--- src/inc/host_link_pkg.sv ---
// Constants for the device-side asynchronous host command link.
// Assumes a single 125 MHz clock and a synchronous active-high reset.
package host_link_pkg;
	localparam int CLK_HZ = 125000000;
	localparam int CLK_NS = 8;
	// Timing figures as printed, in their own units
	localparam int TX_RELEASE_US = 10;
	localparam int WAKE_IGNORE_US = 1500;
	localparam int READY_LOW_MIN_US = 1;
	localparam int READY_DELAY_US = 20;
	localparam int RESP_FAST_US = 1000;
	localparam int RESP_SLOW_US = 20000;
	localparam int DEBUG_ADD_US = 15000;
	localparam int BYTE_TIMEOUT_US = 110000;
	// Cycle counts, then baud limits and sizes
	localparam int TX_RELEASE_CYC = TX_RELEASE_US * 1000 / CLK_NS;
	localparam int WAKE_IGNORE_CYC = WAKE_IGNORE_US * 1000 / CLK_NS;
	localparam int READY_LOW_CYC = (READY_LOW_MIN_US * 1000 + CLK_NS - 1) / CLK_NS;
	localparam int READY_DELAY_CYC = READY_DELAY_US * 1000 / CLK_NS;
	localparam int RESP_FAST_CYC = RESP_FAST_US * 1000 / CLK_NS;
	localparam int RESP_SLOW_CYC = RESP_SLOW_US * 1000 / CLK_NS;
	localparam int DEBUG_ADD_CYC = DEBUG_ADD_US * 1000 / CLK_NS;
	localparam int BYTE_TIMEOUT_CYC = BYTE_TIMEOUT_US * 1000 / CLK_NS;
	localparam int BAUD_MIN = 9600;
	localparam int BAUD_MAX = 115200;
	localparam int BAUD_DEFAULT = 9600;
	localparam int DATA_BITS = 8;
	localparam int FIFO_DEPTH = 16;
	localparam int CNT_W = 24;
endpackage

--- src/design/host_link.sv ---
// Device-side asynchronous host command link: 8N1 receiver and transmitter,
// open-drain ready handshake, wake input, timeouts and a response FIFO.
// Assumes command logic outside feeds response bytes and reads command bytes.
// Functional notes
// - Any activity on the receive pin selects asynchronous mode immediately.
// - Baud rate comes from setup input, latched once, on the first edge after reset release.
// - Transmit is driven only while sending, released within 10 us after stop.
// - Transmit idles released on pull-up, driven push-pull during each character.
// - Incoming bytes are discarded for about 1.5 ms from the falling edge of a wake pulse.
// - Characters are one start, eight data, no parity, one stop bit.
// - Ready line is wire-AND; either side pulls low to hold the other.
// - Device pulls ready low within 100 us after the stop bit of an accepted byte.
// - A byte counts as received at stop bit detection.
// - Device waits for ready high before starting any transmission.
// - Responses go out unprompted in async mode, gated by ready high and no own ready pull pending or held.
// - Response start within 1 ms, slow commands 20 ms, plus 15 ms debug; resp_cnt counts to this limit but nothing acts on it.
// - Gap over 110 ms between bytes abandons the command silently.
// - Synchronous mode uses the same 110 ms per-byte limit.
// - Multi-byte values travel least significant byte first.
// - Commands during intermediate response bytes are ignored.
// - Ready pulled low after each accepted byte for at least 1 us.
`timescale 1ns/1ps

module resp_fifo #(
	parameter int WIDTH = 8,
	parameter int DEPTH = 16
) (
	input wire logic clk,
	input wire logic rst,
	input wire logic in_valid,
	output logic in_ready,
	input wire logic [WIDTH-1:0] in_data,
	output logic out_valid,
	input wire logic out_ready,
	output logic [WIDTH-1:0] out_data
);
	localparam int AW = $clog2(DEPTH);
	logic [WIDTH-1:0] mem [DEPTH];
	logic [AW:0] wp_r;
	logic [AW:0] rp_r;
	logic full;
	logic empty;
	assign empty = (wp_r == rp_r);
	assign full = (wp_r[AW-1:0] == rp_r[AW-1:0]) && (wp_r[AW] != rp_r[AW]);
	assign in_ready = !full;
	assign out_valid = !empty;
	assign out_data = mem[rp_r[AW-1:0]];
	always_ff @(posedge clk) begin
		if (rst) begin
			wp_r <= '0;
			rp_r <= '0;
		end else begin
			if (in_valid && !full) begin
				mem[wp_r[AW-1:0]] <= in_data;
				wp_r <= wp_r + 1'b1;
			end
			if (out_ready && !empty)
				rp_r <= rp_r + 1'b1;
		end
	end
endmodule

module host_link import host_link_pkg::*; #(
	parameter int CLK_FREQ = CLK_HZ,
	parameter int WAKE_CYC = WAKE_IGNORE_CYC,
	parameter int TIMEOUT_CYC = BYTE_TIMEOUT_CYC,
	parameter int FAST_CYC = RESP_FAST_CYC,
	parameter int SLOW_CYC = RESP_SLOW_CYC,
	parameter int DEBUG_CYC = DEBUG_ADD_CYC
) (
	input wire logic clk,
	input wire logic rst,
	input wire logic [17:0] baud_rate_setup,
	input wire logic debug_timing_setup,
	input wire logic rx_pin,
	output logic tx_out,
	output logic tx_oe,
	input wire logic ready_handshake_line_in,
	output logic ready_handshake_line_out,
	output logic ready_handshake_line_oe,
	input wire logic wake_sync_input,
	output logic uart_mode,
	output logic cmd_valid,
	output logic [7:0] cmd_data,
	input wire logic cmd_busy,
	input wire logic cmd_slow,
	input wire logic resp_valid,
	output logic resp_ready,
	input wire logic [7:0] resp_data,
	input wire logic resp_last,
	output logic cmd_abort
);
	typedef enum logic [3:0] {
		TX_IDLE = 4'h1,
		TX_WAIT = 4'h2,
		TX_SEND = 4'h4,
		TX_HOLD = 4'h8
	} tx_state_t;

	typedef struct packed {
		logic [1:0] rx_sync;
		logic [1:0] rdy_sync;
		logic [1:0] wake_sync;
		logic wake_prev;
		logic [15:0] bit_cyc;
		logic uart_mode;
		logic rx_busy;
		logic [15:0] rx_cnt;
		logic [3:0] rx_bit;
		logic [7:0] rx_shift;
		logic cmd_valid;
		logic [7:0] cmd_data;
		logic [CNT_W-1:0] wake_cnt;
		logic [CNT_W-1:0] gap_cnt;
		logic in_cmd;
		logic cmd_abort;
		logic [15:0] rdy_dly;
		logic [7:0] rdy_low;
		logic rdy_pull;
		logic rdy_pend;
		tx_state_t tx_st;
		logic [15:0] tx_cnt;
		logic [3:0] tx_bit;
		logic [9:0] tx_shift;
		logic tx_out;
		logic tx_oe;
		logic [CNT_W-1:0] resp_cnt;
		logic [CNT_W-1:0] resp_lim;
		logic resp_pend;
		logic resp_taken;
		logic resp_last;
	} state_t;

	state_t st_r;
	state_t st_nxt;
	logic fifo_in_ready;
	logic fifo_valid;
	logic [7:0] fifo_data;
	logic fifo_pop;
	logic [8:0] fifo_word;
	logic [8:0] fifo_out;
	logic baud_loaded_r;
	logic [15:0] baud_div_r;
	logic [15:0] rdy_wait_r;

	function automatic logic [15:0] div_cycles(input logic [17:0] baud);
		logic [31:0] b;
		b = {14'h0000, baud};
		if (b < BAUD_MIN)
			b = BAUD_MIN;
		if (b > BAUD_MAX)
			b = BAUD_MAX;
		return 16'(CLK_FREQ / b);
	endfunction

	assign fifo_word = {resp_last, resp_data};
	assign fifo_data = fifo_out[7:0];

	resp_fifo #(.WIDTH(9), .DEPTH(FIFO_DEPTH)) u_fifo (
		.clk(clk),
		.rst(rst),
		.in_valid(resp_valid),
		.in_ready(fifo_in_ready),
		.in_data(fifo_word),
		.out_valid(fifo_valid),
		.out_ready(fifo_pop),
		.out_data(fifo_out)
	);

	assign resp_ready = fifo_in_ready;

	always_comb begin
		st_nxt = st_r;
		fifo_pop = 1'b0;
		st_nxt.cmd_valid = 1'b0;
		st_nxt.cmd_abort = 1'b0;
		st_nxt.rx_sync = {st_r.rx_sync[0], rx_pin};
		st_nxt.rdy_sync = {st_r.rdy_sync[0], ready_handshake_line_in};
		st_nxt.wake_sync = {st_r.wake_sync[0], wake_sync_input};
		st_nxt.wake_prev = st_r.wake_sync[1];
		st_nxt.bit_cyc = baud_div_r;

		// ------------------------------------------------------------
		// Wake blanking
		// ------------------------------------------------------------
		// blank after wake
		if (st_r.wake_prev && !st_r.wake_sync[1])
			st_nxt.wake_cnt = CNT_W'(WAKE_CYC);
		else if (st_r.wake_cnt != '0)
			st_nxt.wake_cnt = st_r.wake_cnt - 1'b1;

		// ------------------------------------------------------------
		// Receiver
		// ------------------------------------------------------------
		if (!st_r.rx_busy) begin
			if (!st_r.rx_sync[1]) begin
				st_nxt.uart_mode = 1'b1;
				st_nxt.rx_busy = 1'b1;
				st_nxt.rx_cnt = st_r.bit_cyc >> 1;
				st_nxt.rx_bit = 4'h0;
			end
		end else if (st_r.rx_cnt != 16'h0000) begin
			st_nxt.rx_cnt = st_r.rx_cnt - 1'b1;
		end else begin
			st_nxt.rx_cnt = st_r.bit_cyc - 1'b1;
			st_nxt.rx_bit = st_r.rx_bit + 1'b1;
			if (st_r.rx_bit == 4'h0 && st_r.rx_sync[1]) begin
				st_nxt.rx_busy = 1'b0;
			end else if (st_r.rx_bit >= 4'h1 && st_r.rx_bit <= 4'(DATA_BITS)) begin
				st_nxt.rx_shift = {st_r.rx_sync[1], st_r.rx_shift[7:1]};
			end else if (st_r.rx_bit == 4'(DATA_BITS + 1)) begin
				st_nxt.rx_busy = 1'b0;
				if (st_r.rx_sync[1] && st_r.wake_cnt == '0 && !st_r.resp_pend && !st_r.resp_taken) begin
					st_nxt.cmd_valid = 1'b1;
					st_nxt.cmd_data = st_r.rx_shift;
					st_nxt.in_cmd = 1'b1;
					st_nxt.gap_cnt = '0;
					st_nxt.rdy_pend = 1'b1;
					st_nxt.rdy_dly = 16'(READY_DELAY_CYC);
					st_nxt.resp_pend = 1'b1;
					st_nxt.resp_cnt = '0;
					st_nxt.resp_lim = CNT_W'(cmd_slow ? SLOW_CYC : FAST_CYC)
						+ (debug_timing_setup ? CNT_W'(DEBUG_CYC) : '0);
				end
			end
		end

		// ------------------------------------------------------------
		// Ready handshake
		// ------------------------------------------------------------
		// delayed pull low
		if (st_r.rdy_pend) begin
			if (st_r.rdy_dly != 16'h0000) begin
				st_nxt.rdy_dly = st_r.rdy_dly - 1'b1;
			end else begin
				st_nxt.rdy_pend = 1'b0;
				st_nxt.rdy_pull = 1'b1;
				st_nxt.rdy_low = 8'(READY_LOW_CYC);
			end
		end else if (st_r.rdy_pull) begin
			if (st_r.rdy_low != 8'h00)
				st_nxt.rdy_low = st_r.rdy_low - 1'b1;
			else if (!cmd_busy)
				st_nxt.rdy_pull = 1'b0;
		end

		// ------------------------------------------------------------
		// Inter-byte timeout
		// ------------------------------------------------------------
		// silent abandon
		if (st_r.in_cmd) begin
			if (st_r.gap_cnt >= CNT_W'(TIMEOUT_CYC)) begin
				st_nxt.in_cmd = 1'b0;
				st_nxt.cmd_abort = 1'b1;
				st_nxt.resp_pend = 1'b0;
				st_nxt.resp_taken = 1'b0;
			end else begin
				st_nxt.gap_cnt = st_r.gap_cnt + 1'b1;
			end
		end
		if (st_r.resp_pend && st_r.resp_cnt < st_r.resp_lim)
			st_nxt.resp_cnt = st_r.resp_cnt + 1'b1;

		// ------------------------------------------------------------
		// Transmitter
		// ------------------------------------------------------------
		case (st_r.tx_st)
			TX_IDLE: begin
				st_nxt.tx_oe = 1'b0;
				st_nxt.tx_out = 1'b1;
				if (fifo_valid && st_r.uart_mode)
					st_nxt.tx_st = TX_WAIT;
			end
			TX_WAIT: begin
				if (st_r.rdy_sync[1] && !st_r.rdy_pull && !st_r.rdy_pend && fifo_valid) begin
					fifo_pop = 1'b1;
					st_nxt.resp_last = fifo_out[8];
					st_nxt.resp_taken = 1'b1;
					st_nxt.resp_pend = 1'b0;
					st_nxt.tx_shift = {1'b1, fifo_data, 1'b0};
					st_nxt.tx_bit = 4'h0;
					st_nxt.tx_cnt = st_r.bit_cyc - 1'b1;
					st_nxt.tx_oe = 1'b1;
					st_nxt.tx_out = 1'b0;
					st_nxt.tx_st = TX_SEND;
				end
			end
			TX_SEND: begin
				if (st_r.tx_cnt != 16'h0000) begin
					st_nxt.tx_cnt = st_r.tx_cnt - 1'b1;
				end else if (st_r.tx_bit == 4'(DATA_BITS + 1)) begin
					st_nxt.tx_cnt = 16'(TX_RELEASE_CYC / 2);
					st_nxt.tx_st = TX_HOLD;
					st_nxt.gap_cnt = '0;
				end else begin
					st_nxt.tx_bit = st_r.tx_bit + 1'b1;
					st_nxt.tx_cnt = st_r.bit_cyc - 1'b1;
					st_nxt.tx_shift = {1'b1, st_r.tx_shift[9:1]};
					st_nxt.tx_out = st_r.tx_shift[1];
				end
			end
			TX_HOLD: begin
				st_nxt.tx_oe = 1'b0;
				st_nxt.tx_out = 1'b1;
				if (st_r.tx_cnt != 16'h0000) begin
					st_nxt.tx_cnt = st_r.tx_cnt - 1'b1;
				end else begin
					st_nxt.tx_st = TX_IDLE;
					if (st_r.resp_last) begin
						st_nxt.resp_taken = 1'b0;
						st_nxt.in_cmd = 1'b0;
					end
				end
			end
			default: st_nxt.tx_st = TX_IDLE;
		endcase
	end

	always_ff @(posedge clk) begin
		if (rst) begin
			st_r <= '0;
			st_r.rx_sync <= 2'h3;
			st_r.rdy_sync <= 2'h3;
			st_r.wake_sync <= 2'h3;
			st_r.wake_prev <= 1'b1;
			st_r.tx_st <= TX_IDLE;
			st_r.tx_out <= 1'b1;
			st_r.tx_shift <= 10'h3FF;
			st_r.bit_cyc <= 16'(CLK_FREQ / BAUD_DEFAULT);
		end else begin
			st_r <= st_nxt;
		end
	end

	// Baud divisor is caught once, on the first edge after reset release
	always_ff @(posedge clk) begin
		if (rst) begin
			baud_loaded_r <= 1'b0;
			baud_div_r <= 16'(CLK_FREQ / BAUD_DEFAULT);
		end else if (!baud_loaded_r) begin
			baud_loaded_r <= 1'b1;
			baud_div_r <= div_cycles(baud_rate_setup);
		end
	end

	// Cycles from a received byte until the device pulls ready; saturates
	always_ff @(posedge clk) begin
		if (rst)
			rdy_wait_r <= 16'h0000;
		else if (cmd_valid)
			rdy_wait_r <= 16'h0001;
		else if (ready_handshake_line_oe)
			rdy_wait_r <= 16'h0000;
		else if (rdy_wait_r != 16'h0000 && rdy_wait_r != 16'hFFFF)
			rdy_wait_r <= rdy_wait_r + 1'b1;
	end

	assign tx_out = st_r.tx_out;
	assign tx_oe = st_r.tx_oe;
	assign ready_handshake_line_out = 1'b0;
	assign ready_handshake_line_oe = st_r.rdy_pull;
	assign uart_mode = st_r.uart_mode;
	assign cmd_valid = st_r.cmd_valid;
	assign cmd_data = st_r.cmd_data;
	assign cmd_abort = st_r.cmd_abort;
endmodule

--- config.mk ---
export PLATFORM = sky130hd
export DESIGN_NAME = host_link
export DESIGN_NICKNAME = d
export VERILOG_FILES = /design/src/inc/host_link_pkg.sv /design/src/design/host_link.sv
export SDC_FILE = /design/constraint.sdc
export NUM_CORES = 1
export LEC_CHECK = 0
export ABC_AREA = 1
export BUFFER_PORTS_ARGS = -buffer_cell sky130_fd_sc_hd__buf_2
export CAP_MARGIN = 5
export CORE_AREA = 2 2 334 270
export CTS_BUF_LIST = sky130_fd_sc_hd__clkbuf_4 sky130_fd_sc_hd__clkbuf_8 sky130_fd_sc_hd__clkbuf_16
export DETAILED_ROUTE_END_ITERATION = 6
export DIE_AREA = 0 0 336 272
export PLACE_DENSITY = 0.54
export REMOVE_ABC_BUFFERS = 1
export SETUP_SLACK_MARGIN = 0.4
export SYNTH_ARGS = -nofsm -noshare
export SYNTH_HDL_FRONTEND = slang
export SYNTH_SLANG_ARGS = --single-unit
--- constraint.sdc ---
create_clock -name clk -period 57 [get_ports clk]
set_clock_uncertainty 0.05 [all_clocks]
set_input_delay 5.7 -clock clk [delete_from_list [all_inputs] [get_ports clk]]
set_output_delay 5.7 -clock clk [all_outputs]
set_load 0.01 [all_outputs]
==> results of run 1 <==
## worst min path at each step
stage	start	to	slack, ns	cells after the start
after floorplan	st_nxt[220]	st_nxt[218]	0.34	1
after global placement	st_nxt[224]	st_r[224]	0.34	1
after detailed placement	st_nxt[224]	st_r[224]	0.34	1
after CTS	st_nxt[224]	st_r[224]	0.36	1
after global routing	st_nxt[220]	st_nxt[218]	0.38	1
final	st_nxt[224]	st_r[224]	0.36	1
## through the flow
stage	hold WS (ns)	area (um^2)	worst slack (ns)
3_5_place_dp	0.344	39200	2.83
6_report	0.357	40500	5.47
4_1_cts	0.358	40400	3.17
3_3_place_gp	0.342	39200	2.84
2_1_floorplan	0.339	36100	7.61
5_1_grt	0.375	40500	0.383
## worst reg2reg max path, cell delays in order (launching register included)
cell and delay [ns]:
dfxtp_1 0.32, inv_1 0.07, ha_1 0.22, inv_1 0.06
nor2_1 0.06, nand3_1 0.07, nor2_1 0.06, nand4_1 0.34
and3b_1 0.26, nand2_1 0.37, clkinv_1 0.61, nor2_1 0.65
inv_1 0.27, o22ai_1 0.18, inv_1 0.06, nor2_1 0.07
## layout make-up
type                            count  area (um^2)  area share, %
Tap cell                         1200         1500           3.71
Clock buffer                       42          965           2.38
Clock inverter                     22          205          0.507
Sequential cell                   350         8450           20.9
Multi-Input combinational cell   4342        24900           61.5
Inverter                          772         2910           7.19
Timing Repair Buffer              219         1540           3.80
## flip-flops by register name, summed over array words and instances (netlist names), 4 cells and up, named ones only
register     cells
u_fifo.rp_r      5
cmd_data         8
st_nxt           4
u_fifo.mem     144
u_fifo.wp_r      5
st_r           157
baud_div_r      16
## routing by layer
layer / up-vias / part of all wire, %
met5: - / 0
met4: 0 / 1.2
met3: 79 / 3.7
met2: 595 / 41
met1: 16200 / 54
li1: 18900 / -
## kinds of logic after synthesis
logic type      synth area share (%)
xor+xnor                        7.86
compound gates                  18.5
buf+inv                         9.68
fa+ha+maj                       11.3
mux                            0.792
other cells                   0.0205
flops                           23.0
simple gates                    28.8
## synth_stat cells, types with 13 or more instances
master,count
ha_1,332
dfxtp_1,206
o21bai_1,32
nand3_2,18
o221ai_1,39
o21ai_1,32
clkbuf_1,98
xor2_1,193
o211ai_1,27
nand2_1,1240
a211oi_1,32
a21o_1,17
nor4_1,24
nor2_2,15
o31ai_1,16
nor3_1,75
or2_2,43
inv_1,729
nand4_1,98
o21a_1,13
a31oi_1,34
a21oi_1,473
edfxtp_1,144
xnor2_1,136
o21ai_0,406
nand2_2,33
inv_2,34
nand3_1,302
mux2i_1,29
nor2_1,527
## timing repair
item / 4_1_cts / 5_1_grt
endpoints found under the setup margin: 0 / 2
gates resized for setup: 0 / 49
buffers inserted: 0 / 0
==> results.ini, run 1 <==
[status]
outcome=completed

[grt]
met2_usage_pct=35.5
grt_pass1_wl_um=174000
grt_pass1_vias=33300
use_met3_pct=1.42
overflow=0
track_usage_pct=22.8
antenna_found_initial=0
grt_use_met1_pct=35.0
grt-busiest-layer=met2
grt_max_degree=73

[drt]
drtIter0Drc=2524
drt.antenna.violating_nets=0
route.detailed.drc=0
post_drt_wl_per_cell_um=15.2
wl_um=106000
vias_per_cell=5.15
vias=35800
dr.pass1.iters=6

[clock_network]
path_clk_slew_ns=0.06
clockRootBuffer=clkbuf_16
clk_path_buf_depth=3
cts.sinks=350
cts_tree=yes
clock_latency_ns=0.52
h-tree-depth=2
cts_buffers=36
ctsHoldBuffers=0

[setup_path]
max_stage_delay_ns=0.48
reg2reg_setup_slack_ns=53.20
r2r_end=st_r[126]
crit_arrival_ns=51.88
worst-path-buf-inv=52
startpoint=baud_rate_setup[17]
path_common_cell=nand2_1
cpMaxStageDelayCell=o21ai_0
reg2reg_depth=15
endpoint=baud_div_r[0]
cp.depth=304
cp-end-kind=flop
crit_type=input pin to flop
crit_family=compound AO/OA/AOI/OAI gates
rr_startpoint=st_r[184]
crit_path_start_kind=input pin
required_ns=57.36
worstPathMaxFanout=29

[place]
post-dp-hpwl_um=80600
dp.cells=6883
gp_congestion=0.880
portBuffers=48

[timing]
setup-tns-final_ns=0
final_hold_viol_count=0
fin_crit_sh_pct=90.4
setup_viol=0
drv_slew=0
period_minus_slack_ns=51.53
tightest_slew_ns=1.17
rsz0062_at_grt=no
slew_headroom_pct=21.5
fmax_mhz=19.4

[yosys]
avgSynthCellArea_um2=6.57
synth_edf_count=144
syn-cell-area_um2=36700
postSynth.asyncResetShare_pct=0
synth.area.top_cells=nand2_1, edfxtp_1, ha_1, dfxtp_1, inv_1
yosysTopAreaCell=nand2_1
yosysTopAreaCellShare_pct=12.7
ys_seq_area_share_pct=23.0
yosys_register_bits=350
synth.distinct_cells=74
syn_inst=5576
yosys_warnings=0
ys.flop_type=dfxtp_1

[floorplanning]
die-area_um2=91400
io_pins=52
rows=98
die_w_um=336
core_area_um2=88400
initial_core_util_pct=41.5
die_h_um=272

[final_layout]
diodes=0
layout-drive-gt1-share_pct=8.42
final_cell_mix=nand2_1, inv_1, nor2_1
nNetsFinal=6089
fillers=9326
final_cells=6947
final_common_cell=nand2_1
finalCoreUtilization_pct=45.8
layout-area-overhead-vs-synth_pct=10.5

[worst_hold_path]
hold_path.class=flop to flop

[flow_run]
drv_cap=0

Power of run 1 is not shown: default switching activity piles up to over one toggle a cycle in this logic, so the estimate is an artifact.
==> run 2, diff against run 1 <==
- CORE_AREA: 2 2 334 270 -> 2 2 269 218
- DIE_AREA: 0 0 336 272 -> 0 0 271 220
- PLACE_DENSITY: 0.54 -> 0.78
==> results.ini, run 2 (synthesized netlist as in run 1, its figures left out) <==
[grt]
grt_pass1_vias=33500  ; was 33300
track_usage_pct=31.6  ; was 22.8%
overflow=0  ; unchanged
antenna_found_initial=3  ; was 0
grt_pass1_wl_um=160000  ; was 174000 um
grt_max_degree=74  ; was 73

[timing]
setup-tns-final_ns=0  ; unchanged
fin_crit_sh_pct=90.9  ; was 90.4%
period_minus_slack_ns=51.79  ; was 51.53 ns
setup_viol=0  ; unchanged
tightest_slew_ns=1.12  ; was 1.17 ns
slew_headroom_pct=25.0  ; was 21.5%
rsz0062_at_grt=no  ; unchanged
fmax_mhz=19.3  ; was 19.4 MHz
setup_ws_ns=5.21  ; was 5.47 ns
final_hold_viol_count=0  ; unchanged
drv_slew=0  ; unchanged

[setup_path]
reg2reg_depth=14  ; was 15
reg2reg_setup_slack_ns=53.10  ; was 53.20 ns
rr_startpoint=st_r[184]  ; unchanged
cp-end-kind=flop  ; unchanged
crit_type=input pin to flop  ; unchanged
endpoint=baud_div_r[0]  ; unchanged
worstPathMaxFanout=43  ; was 29
crit_arrival_ns=52.14  ; was 51.88 ns
required_ns=57.35  ; was 57.36 ns
startpoint=baud_rate_setup[12]  ; was baud_rate_setup[17]
r2r_end=st_r[128]  ; was st_r[126]
path_common_cell=nand2_1  ; unchanged
max_stage_delay_ns=0.43  ; was 0.48 ns
crit_path_start_kind=input pin  ; unchanged
cpMaxStageDelayCell=ha_1  ; was o21ai_0

[final_layout]
regMostFlops=st_r  ; unchanged
final_cell_area_um2=39000  ; was 40500 um^2
largest_reg_flops=157  ; unchanged
final_cell_mix=nand2_1, inv_1, nor2_1  ; unchanged
nNetsFinal=5965  ; was 6089
layout-area-overhead-vs-synth_pct=6.45  ; was 10.5%
final_common_cell=nand2_1  ; unchanged
layout-drive-gt1-share_pct=6.51  ; was 8.42%
finalCoreUtilization_pct=68.2  ; was 45.8%

[floorplanning]
initial_core_util_pct=64.1  ; was 41.5%
io_pins=52  ; unchanged
core_area_um2=57200  ; was 88400 um^2
die_h_um=220  ; was 272 um
rows=79  ; was 98
die-area_um2=59600  ; was 91400 um^2
die_w_um=271  ; was 336 um

[drt]
route.detailed.drc=1  ; was 0
drtIter0Drc=3018  ; was 2524
dr.pass1.iters=7  ; was 6
dr_wl_met3_um=7060  ; was 3900 um
vias=36400  ; was 35800
routed.top_layer=met5  ; was met4
wl_um=96100  ; was 106000 um
drt.antenna.violating_nets=0  ; unchanged
vias_per_cell=5.70  ; was 5.15
route.met2.wl_um=41200  ; was 43800 um
post_drt_wl_per_cell_um=15.0  ; was 15.2 um
met1_length_um=45500  ; was 56700 um

[clock_network]
cts_buffers=34  ; was 36
clk_path_buf_depth=3  ; unchanged
cts.sinks=350  ; unchanged
clockRootBuffer=clkbuf_16  ; unchanged
path_clk_slew_ns=0.06  ; about the same
cts_tree=yes  ; unchanged
h-tree-depth=2  ; unchanged
clock_latency_ns=0.53  ; was 0.52 ns

[place]
portBuffers=48  ; unchanged
dp_slack_ns=1.57  ; was 2.83 ns
placed_cell_area_um2=37600  ; was 39200 um^2
gp_congestion=0.933  ; was 0.880
post-dp-hpwl_um=71500  ; was 80600 um

[worst_hold_path]
hold_depth=1  ; unchanged
hold_path.class=flop to flop  ; unchanged

[flow_run]
drv_cap=0  ; unchanged

[status]
violations=DRC
outcome=finished with violations  ; was completed

## run 2: cell count changes in the layout (fill, tap and decap cells not counted), moves of 3 or more
cell,before,now
clkinv_1,12,8
inv_2,34,29
o21ai_2,6,9
clkbuf_4,3,10
nor3_2,2,6
nor3_1,74,70
clkinv_2,9,4
buf_4,169,46
clkbuf_8,4,7
## run 2: what timing repair did
action | in CTS | in global routing
buffers inserted | 0 | 8
endpoints found under the setup margin | 0 | 2
gates resized for setup | 0 | 63
hold buffers | 0 | 0
## run 2: metrics by stage
step	hold WS [ns]	instances
2_1_floorplan	0.339	5464
3_3_place_gp	0.341	6319
3_5_place_dp	0.342	6319
4_1_cts	0.352	6380
5_1_grt	0.373	6392
6_report	0.351	6393
## run 2: cell type report
cell class / count / area, um^2
repair buffers: 94 / 592
clock inverters: 10 / 98.8
repair inverters: 1 / 5.00
well taps: 769 / 962
fillers: 5211 / 18200
multi-input cells: 4344 / 25000
flip-flops and latches: 350 / 8450
diodes: 2 / 5.00
inverters: 772 / 2930
clock buffers: 51 / 1020
## run 2: routing by layer
layer	track usage (%)	up-vias
li1	-	18700
met5	0	-
met1	44.1	16400
met4	9.19	2
met2	51.1	1177
met3	4.26	159
## run 2: worst max-delay path: cells and delay by family
family,cells,cell delay (ns)
buffers and inverters,44,6.11
adder cells (fa/ha/maj),19,6.26
AO/OA/AOI/OAI,93,16.77
AND/OR/NAND/NOR,136,17.09
## run 2: how the worst min path moves through the flow
stage / slack, ns / start / end
final: 0.35 / st_nxt[220] / st_nxt[218]
after global routing: 0.37 / st_nxt[220] / st_nxt[218]
after CTS: 0.35 / st_nxt[220] / st_nxt[218]
after detailed placement: 0.34 / st_nxt[222] / st_r[222]
after global placement: 0.34 / st_nxt[220] / st_nxt[218]
after floorplan: 0.34 / st_nxt[220] / st_nxt[218]
Power of run 2 is left out for the same reason.
